[src/design/tpo_pkg.sv]
package tpo_pkg;

    // ------------------------------------------------------------
    // Register addresses
    // ------------------------------------------------------------
    localparam logic [31:0] ADDR_BUFFER_LOW  = 32'hFFFFF6E0;
    localparam logic [31:0] ADDR_BUFFER_HIGH = 32'hFFFFF6E2;
    localparam logic [31:0] ADDR_MODE_MASK   = 32'hFFFFF6E4;
    localparam logic [31:0] ADDR_CONTROL     = 32'hFFFFF6E5;

    // ------------------------------------------------------------
    // Control register fields
    // ------------------------------------------------------------
    localparam int CTRL_EN_BIT   = 7;
    localparam int CTRL_EDGE_BIT = 6;
    localparam int CTRL_CFG_BIT  = 5;
    localparam int CTRL_TRIG_BIT = 4;

    localparam logic [7:0] CTRL_RW_MASK = 8'hF0;
    localparam logic [7:0] MODE_RW_MASK = 8'h3F;

    // ------------------------------------------------------------
    // Widths and reset values
    // ------------------------------------------------------------
    localparam int OUT_W  = 6;
    localparam int LOW_W  = 4;
    localparam int HIGH_W = 2;

    localparam logic [7:0] CTRL_RESET   = 8'h00;
    localparam logic [7:0] MODE_RESET   = 8'h00;
    localparam logic [3:0] BUFFER_RESET = 4'h0;

endpackage : tpo_pkg

[src/design/tpo_trigger_sel.sv]
`timescale 1ns/1ps

module tpo_trigger_sel (
    input  wire logic clock,
    input  wire logic sys_rst,
    input  wire logic capture_timer_event,
    input  wire logic interval_timer_a_event,
    input  wire logic interval_timer_b_event,
    input  wire logic trigger_edge_select,
    input  wire logic channel_config_select,
    input  wire logic trigger_source_select,
    output logic      trig_high,
    output logic      trig_low
);

    typedef struct packed {
        logic cap_prev;
    } tpo_trig_state_s;

    tpo_trig_state_s st_ff;
    tpo_trig_state_s nxt_st;
    logic            cap_edge;

    // ------------------------------------------------------------
    // Edge detection of the capture timer event
    // ------------------------------------------------------------
    // The capture event is a wide pulse, so only its selected edge counts.
    always_comb begin
        nxt_st          = st_ff;
        nxt_st.cap_prev = capture_timer_event;
    end

    always_ff @(posedge clock or posedge sys_rst) begin
        if (sys_rst) begin
            st_ff <= '0;
        end else begin
            st_ff <= nxt_st;
        end
    end

    assign cap_edge = trigger_edge_select ? (capture_timer_event & ~st_ff.cap_prev)
                                          : (~capture_timer_event & st_ff.cap_prev);

    // ------------------------------------------------------------
    // Trigger routing
    // ------------------------------------------------------------
    always_comb begin
        if (channel_config_select) begin
            trig_high = trigger_source_select ? cap_edge : interval_timer_a_event;
            trig_low  = trig_high;
        end else begin
            trig_high = trigger_source_select ? interval_timer_a_event : interval_timer_b_event;
            trig_low  = trigger_source_select ? cap_edge : interval_timer_a_event;
        end
    end
endmodule : tpo_trigger_sel

[src/design/tpo_port.sv]
`timescale 1ns/1ps

module tpo_port (
    input  wire logic        clock,
    input  wire logic        sys_rst,
    input  wire logic [31:0] bus_addr,
    input  wire logic        bus_wr,
    input  wire logic        bus_rd,
    input  wire logic [7:0]  bus_wmask,
    input  wire logic [7:0]  bus_wdata,
    output logic      [7:0]  bus_rdata,
    input  wire logic        capture_timer_event,
    input  wire logic        interval_timer_a_event,
    input  wire logic        interval_timer_b_event,
    output logic      [5:0]  timed_output_signals
);

    typedef struct packed {
        logic [7:0] ctrl;
        logic [7:0] mode;
        logic [3:0] buf_hi;
        logic [3:0] buf_lo;
        logic [1:0] latch_hi;
        logic [3:0] latch_lo;
        logic [7:0] rdata;
        logic [5:0] out;
    } tpo_state_s;

    tpo_state_s st_ff;
    tpo_state_s nxt_st;

    logic       hit_ctrl;
    logic       hit_mode;
    logic       hit_lo;
    logic       hit_hi;
    logic       enabled;
    logic       combined;
    logic       trig_high;
    logic       trig_low;
    logic       wr_lo;
    logic       wr_hi;
    logic [7:0] buf_byte;
    logic [7:0] buf_merged;

    // ------------------------------------------------------------
    // Address decode
    // ------------------------------------------------------------
    assign hit_ctrl = bus_addr == tpo_pkg::ADDR_CONTROL;
    assign hit_mode = bus_addr == tpo_pkg::ADDR_MODE_MASK;
    assign hit_lo   = bus_addr == tpo_pkg::ADDR_BUFFER_LOW;
    assign hit_hi   = bus_addr == tpo_pkg::ADDR_BUFFER_HIGH;
    assign enabled  = st_ff.ctrl[tpo_pkg::CTRL_EN_BIT];
    assign combined = st_ff.ctrl[tpo_pkg::CTRL_CFG_BIT];
    assign buf_byte = {st_ff.buf_hi, st_ff.buf_lo};

    // Combined mode lets either address reach both nibbles.
    assign wr_lo = bus_wr && (hit_lo || (combined && hit_hi));
    assign wr_hi = bus_wr && (hit_hi || (combined && hit_lo));

    // Merges written bits under the lane mask, so one-hot masks give bit access.
    function automatic logic [7:0] tpo_merge(input logic [7:0] old_v,
                                             input logic [7:0] new_v,
                                             input logic [7:0] mask);
        tpo_merge = (old_v & ~mask) | (new_v & mask);
    endfunction : tpo_merge

    assign buf_merged = tpo_merge(buf_byte, bus_wdata, bus_wmask);

    // ------------------------------------------------------------
    // Trigger selection
    // ------------------------------------------------------------
    tpo_trigger_sel u_trigger_sel (
        .clock                  (clock),
        .sys_rst                (sys_rst),
        .capture_timer_event    (capture_timer_event),
        .interval_timer_a_event (interval_timer_a_event),
        .interval_timer_b_event (interval_timer_b_event),
        .trigger_edge_select    (st_ff.ctrl[tpo_pkg::CTRL_EDGE_BIT]),
        .channel_config_select  (st_ff.ctrl[tpo_pkg::CTRL_CFG_BIT]),
        .trigger_source_select  (st_ff.ctrl[tpo_pkg::CTRL_TRIG_BIT]),
        .trig_high              (trig_high),
        .trig_low               (trig_low)
    );

    // ------------------------------------------------------------
    // Next-state logic
    // ------------------------------------------------------------
    always_comb begin
        nxt_st = st_ff;

        if (bus_wr && hit_ctrl) begin
            nxt_st.ctrl = tpo_merge(st_ff.ctrl, bus_wdata, bus_wmask) & tpo_pkg::CTRL_RW_MASK;
        end
        if (bus_wr && hit_mode) begin
            nxt_st.mode = tpo_merge(st_ff.mode, bus_wdata, bus_wmask) & tpo_pkg::MODE_RW_MASK;
        end
        if (wr_hi) begin
            nxt_st.buf_hi = buf_merged[7:4];
        end
        if (wr_lo) begin
            nxt_st.buf_lo = buf_merged[3:0];
        end

        // Disabled writes go straight through; enabled writes wait for a trigger.
        if (!enabled) begin
            if (wr_hi) begin
                nxt_st.latch_hi = buf_merged[5:4];
            end
            if (wr_lo) begin
                nxt_st.latch_lo = buf_merged[3:0];
            end
        end else begin
            if (trig_high) begin
                nxt_st.latch_hi = st_ff.buf_hi[1:0];
            end
            if (trig_low) begin
                nxt_st.latch_lo = st_ff.buf_lo;
            end
        end

        if (nxt_st.ctrl[tpo_pkg::CTRL_EN_BIT]) begin
            nxt_st.out = {nxt_st.latch_hi, nxt_st.latch_lo} & nxt_st.mode[5:0];
        end else begin
            nxt_st.out = 6'h00;
        end

        // Read data is a one-cycle answer; unmapped addresses read zero.
        nxt_st.rdata = 8'h00;
        if (bus_rd) begin
            if (hit_ctrl) begin
                nxt_st.rdata = st_ff.ctrl;
            end else if (hit_mode) begin
                nxt_st.rdata = st_ff.mode;
            end else if (hit_lo || hit_hi) begin
                nxt_st.rdata = buf_byte;
            end
        end
    end

    always_ff @(posedge clock or posedge sys_rst) begin
        if (sys_rst) begin
            st_ff        <= '0;
            st_ff.ctrl   <= tpo_pkg::CTRL_RESET;
            st_ff.mode   <= tpo_pkg::MODE_RESET;
            st_ff.buf_hi <= tpo_pkg::BUFFER_RESET;
            st_ff.buf_lo <= tpo_pkg::BUFFER_RESET;
        end else begin
            st_ff <= nxt_st;
        end
    end

    assign bus_rdata            = st_ff.rdata;
    assign timed_output_signals = st_ff.out;
endmodule : tpo_port

[config.mk]
export PLATFORM = sky130hd
export DESIGN_NAME = tpo_port
export DESIGN_NICKNAME = d
export VERILOG_FILES = /design/src/design/tpo_pkg.sv /design/src/design/tpo_trigger_sel.sv /design/src/design/tpo_port.sv
export SDC_FILE = /design/constraint.sdc
export NUM_CORES = 1
export LEC_CHECK = 0
export ABC_CLOCK_PERIOD_IN_PS = 2000
export BUFFER_PORTS_ARGS = -buffer_cell sky130_fd_sc_hd__buf_2
export CORE_ASPECT_RATIO = 1.25
export CORE_UTILIZATION = 43
export CTS_CLUSTER_SIZE = 25
export DETAILED_ROUTE_END_ITERATION = 12
export PLACE_DENSITY = 0.83
export SYNTH_ARGS = -nofsm -noshare
export SYNTH_HDL_FRONTEND = slang
export SYNTH_SLANG_ARGS = --single-unit
[constraint.sdc]
create_clock -name clock -period 2 [get_ports clock]
set_input_delay 0.1 -clock clock [delete_from_list [all_inputs] [get_ports clock]]
set_output_delay 0.1 -clock clock [all_outputs]
set_load 0.01 [all_outputs]
# Yosys cells after proc, flatten, opt, wreduce, memory -nomap -nowiden
# Index checks and enable logic that the tools add are counted.
# word_totals
regBits,39
inputBits,55
output_inout_bits,14
word_cells,52
# op_classes
n_eq_ne,4
n_mux,16
bitwise,13
reduce_logical,9
# ops
op,count
"32-bit == test, second input constant",4
8-bit 2-to-1 mux,5
8-bit AND,3
6-bit 2-to-1 mux,3
8-bit bitwise OR,2
6-bit AND,2
4-bit 2-to-1 mux,2
8-bit NOT,1
1-bit logical AND,6
6-bit bitwise OR,1
1-bit 2-to-1 mux,4
2-bit 2-to-1 mux,2
1-bit logical OR,3
1-bit AND,2
1-bit NOT,2

# Longest topological paths before layout
# depth
word_depth,9
ltp_mapped,7
mapped_depth_nobuf,5

# By module
# A second synthesis with hierarchy kept.
# unflattened
hier_cells,215
area_unflattened_um2,2159.6
# modules_own_cells
mod,instances,cells_each,area_each_um2,seq_area_each_um2
tpo_port,1,204,2078.2,950.9
tpo_trigger_sel,1,11,81.3,25.0

# Worst setup path after synthesis
# OpenSTA, ideal clock, no wires.
# synth_timing
path_type,register to register
startpoint,register with a tool-made name
endpoint,register st_ff (netlist bit timed_output_signals[4])
arrival_ns,2.058
t_required_ns,1.906
path_slack_ns,-0.152
stages_incl_launch_ff,6
synth_period_minus_slack_ns,2.152
cell_sequence,dfrtp_1 > or3b_2 > a31oi_1 > mux2_2 > mux2_2 > a221oi_2
# synth_rtl
element,line,source
to (signal assigned),tpo_port.sv:148,st_ff <= nxt_st;
to (decl),tpo_port.sv:29,tpo_state_s st_ff;

==> flow_metrics.tcl <==
set metrics [dict create \
    period_minus_slack_ns 1.92 \
    drt-initial-drc-count 87 \
    pin_count 69 \
    cts_buffer_depth 2 \
    die_h_microns 82.0 \
    ys_seq_area_frac 0.443 \
    synth_cell_types 39 \
    power.switching_w 0.000355 \
    via_count 1860 \
    die_area_sq_um 5410 \
    synth_xor_area_frac 0 \
    required_ns 2.21 \
    fin_crit_sh 0.961 \
    initial_core_util 0.455 \
    htreeDepth 2 \
    antenna_cells 0 \
    grt_pass1_wl_microns 8640 \
    gp_congestion 0.844 \
    powerDensity_nw_per_um2 543 \
    nets 338 \
    finalSetupTns_ns 0 \
    grt_overflow 0 \
    yosys.area_share.simple 0.236 \
    crit_fanout 2 \
    worst_pin_slew_ns 0.734 \
    design_power_total_w 0.00146 \
    maxCapViolCount 0 \
    ant_nets 0 \
    final_common_cell "buf_2" \
    syn_area_sq_um 2200 \
    leakage_nw 1.29 \
    seqPwrFrac 0.544 \
    hold_path.class "input port to flip-flop" \
    synth_cells 214 \
    fp-row-count 28 \
    synthFlopType "dfrtp_1" \
    cts-root-buf "clkbuf_8" \
    post-route-util 0.556 \
    clock_sinks 39 \
    worstSetupPathType "flip-flop to flip-flop" \
    irDropWorstVdd_v 0.000346 \
    post_dp_cell_area_sq_um 2570 \
    design_area_sq_um 2690 \
    grt_pass1_vias 1857 \
    crit_path_start_kind "flip-flop" \
    timing.critical_path.slowest_stage_cell "or3b_4" \
    synth.mux.area_fraction 0.160 \
    slew_headroom 0.510 \
    clockPowerShare 0.358 \
    synth_top_cell_by_area "dfrtp_1" \
    dr.pass1.iters 4 \
    cts_setup_buffers 0 \
    finalHoldViolations 0 \
    synth_top_area_share 0.443 \
    placement.setup.worst_slack_ns -0.0355 \
    setup_viol 0 \
    worstSetupEndpointType "flip-flop" \
    clock_latency_ns 0.30 \
    fin_skew_ns 0.00900 \
    via_per_inst 5.41 \
    fin_ws_ns 0.0770 \
    slowest_delay_ns 0.41 \
    path_clk_slew_ns 0.08 \
    p_sw_frac 0.243 \
    syn_avg_cell_area_sq_um 10.3 \
    crit_chain "or3b_4 > a31oi_4 > mux2_4 > mux2_2 > a221oi_2" \
    synth_top_family_by_area "simple AND/OR/NAND/NOR gates" \
    ys_async_sr_fraction 1.00 \
    remaining_drc_errors 0 \
    grt_max_degree 40 \
    final_cell_mix "buf_2, dfrtp_1, nand2_1" \
    ys_warn_count 0 \
    core_area_sq_um 4830 \
    pwr-share-comb 0.098 \
    drive_above_1_share 0.415 \
    antenna_found_initial 0 \
    dp_hpwl_microns 4080 \
    cts_inserted_buffers 5 \
    slew_violations 0 \
    fmax_mhz 520 \
    synth_edf_count 0 \
    portBuffers 68 \
    area_growth_pct 22.2 \
    crit_arrival_ns 2.13 \
    yosys-top-cells-area "dfrtp_1, mux2_2, mux2i_1, buf_4, nand2_1" \
    synthAdderAreaFrac 0 \
    status "finished, final reports clean" \
    synth_compound_area_frac 0.0807 \
    synth_fp_nets 269 \
    cts_tree "yes" \
    drt_wl_total_microns 5300 \
    die_x_microns 66.0 \
    globalRouteTotalUtil 0.215 \
    synth_seq_cells 39 \
    wl_per_cell_microns 15.4 \
    intPower_w 0.00110 \
    rsz0062_at_grt "false" \
    hp-start "bus_wdata[6]" \
]
## synth_stat cells, types with 3 or more instances
cell	count
nor3_2	3
clkbuf_1	3
dfrtp_1	39
nand4_1	10
a31oi_1	4
buf_4	14
nand2_1	25
mux2i_1	13
nor2_1	13
mux2_2	17
nand3_1	3
nor3_1	6
inv_1	9
nor2b_1	12
a211oi_1	3
a22oi_1	8
## layer usage
| layer | global-route usage | wire, microns |
|---|---|---|
| met3 | 0.0472 | 202 |
| met2 | 0.385 | 2870 |
| met1 | 0.239 | 2060 |
| met4 | 0.106 | 165 |
| met5 | 0 | 0 |
## power groups by stage
stage	Clock, W	Sequential [W]	Combinational [W]
2_1_floorplan	0	0.000809	0.0000546
3_3_place_gp	0	0.000809	0.000135
3_5_place_dp	0	0.000809	0.000139
4_1_cts	0.000544	0.000793	0.000144
5_1_grt	0.000578	0.000794	0.000157
6_report	0.000523	0.000794	0.000143
## area by class of cell
class	count	area, sq um
clock buffers	6	72.6
clock inverters	2	12.5
fillers	434	2150
inverters	9	33.8
multi-input cells	147	1080
flip-flops and latches	39	976
well taps	60	75.1
repair buffers	81	443
## what timing repair did
item	in CTS	in global routing
resized for setup	3	0
endpoints found under the setup margin	2	1
endpoints found under the hold margin	40	0
cloned	0	0
pin swaps	1	1
hold buffers	2	0
## path summary, 6_finish.rpt
path / endpoint / slack [ns] / cells past startpoint
worst max-delay path: timed_output_signals[4] / 0.08 / 5
worst min-delay path: flip-flop / 0.07 / 2
worst max register to register: timed_output_signals[4] / 0.08 / 5
worst min register to register: st_ff[31] / 0.52 / 2
max in group asynchronous: async pin / 1.18 / 4
min in group asynchronous: bus_rdata[2] / 0.47 / 4
## kinds of logic (layout without fill, tap and decap cells)
group,count (synthesis),in the layout
AO/OA/AOI/OAI,23,23
buffers and inverters,28,98
flip-flops,39,39
multiplexers,32,32
AND/OR/NAND/NOR,92,92
## per-stage QoR
| stage | hold WS, ns | cells |
|---|---|---|
| after floorplan | 0.131 | 214 |
| after global placement | 0.236 | 334 |
| after detailed placement | 0.240 | 334 |
| after CTS | 0.0549 | 344 |
| after global routing | 0.0603 | 344 |
| final | 0.0667 | 344 |
## critical path, delay by kind of cell, from the launching register on
family / cells / cell delay (ns)
muxes: 2 / 0.55
AOI/OAI and AO/OA: 2 / 0.49
and+or+nand+nor: 1 / 0.41
DFF: 1 / 0.38
Power figures use the tool's default switching activity.
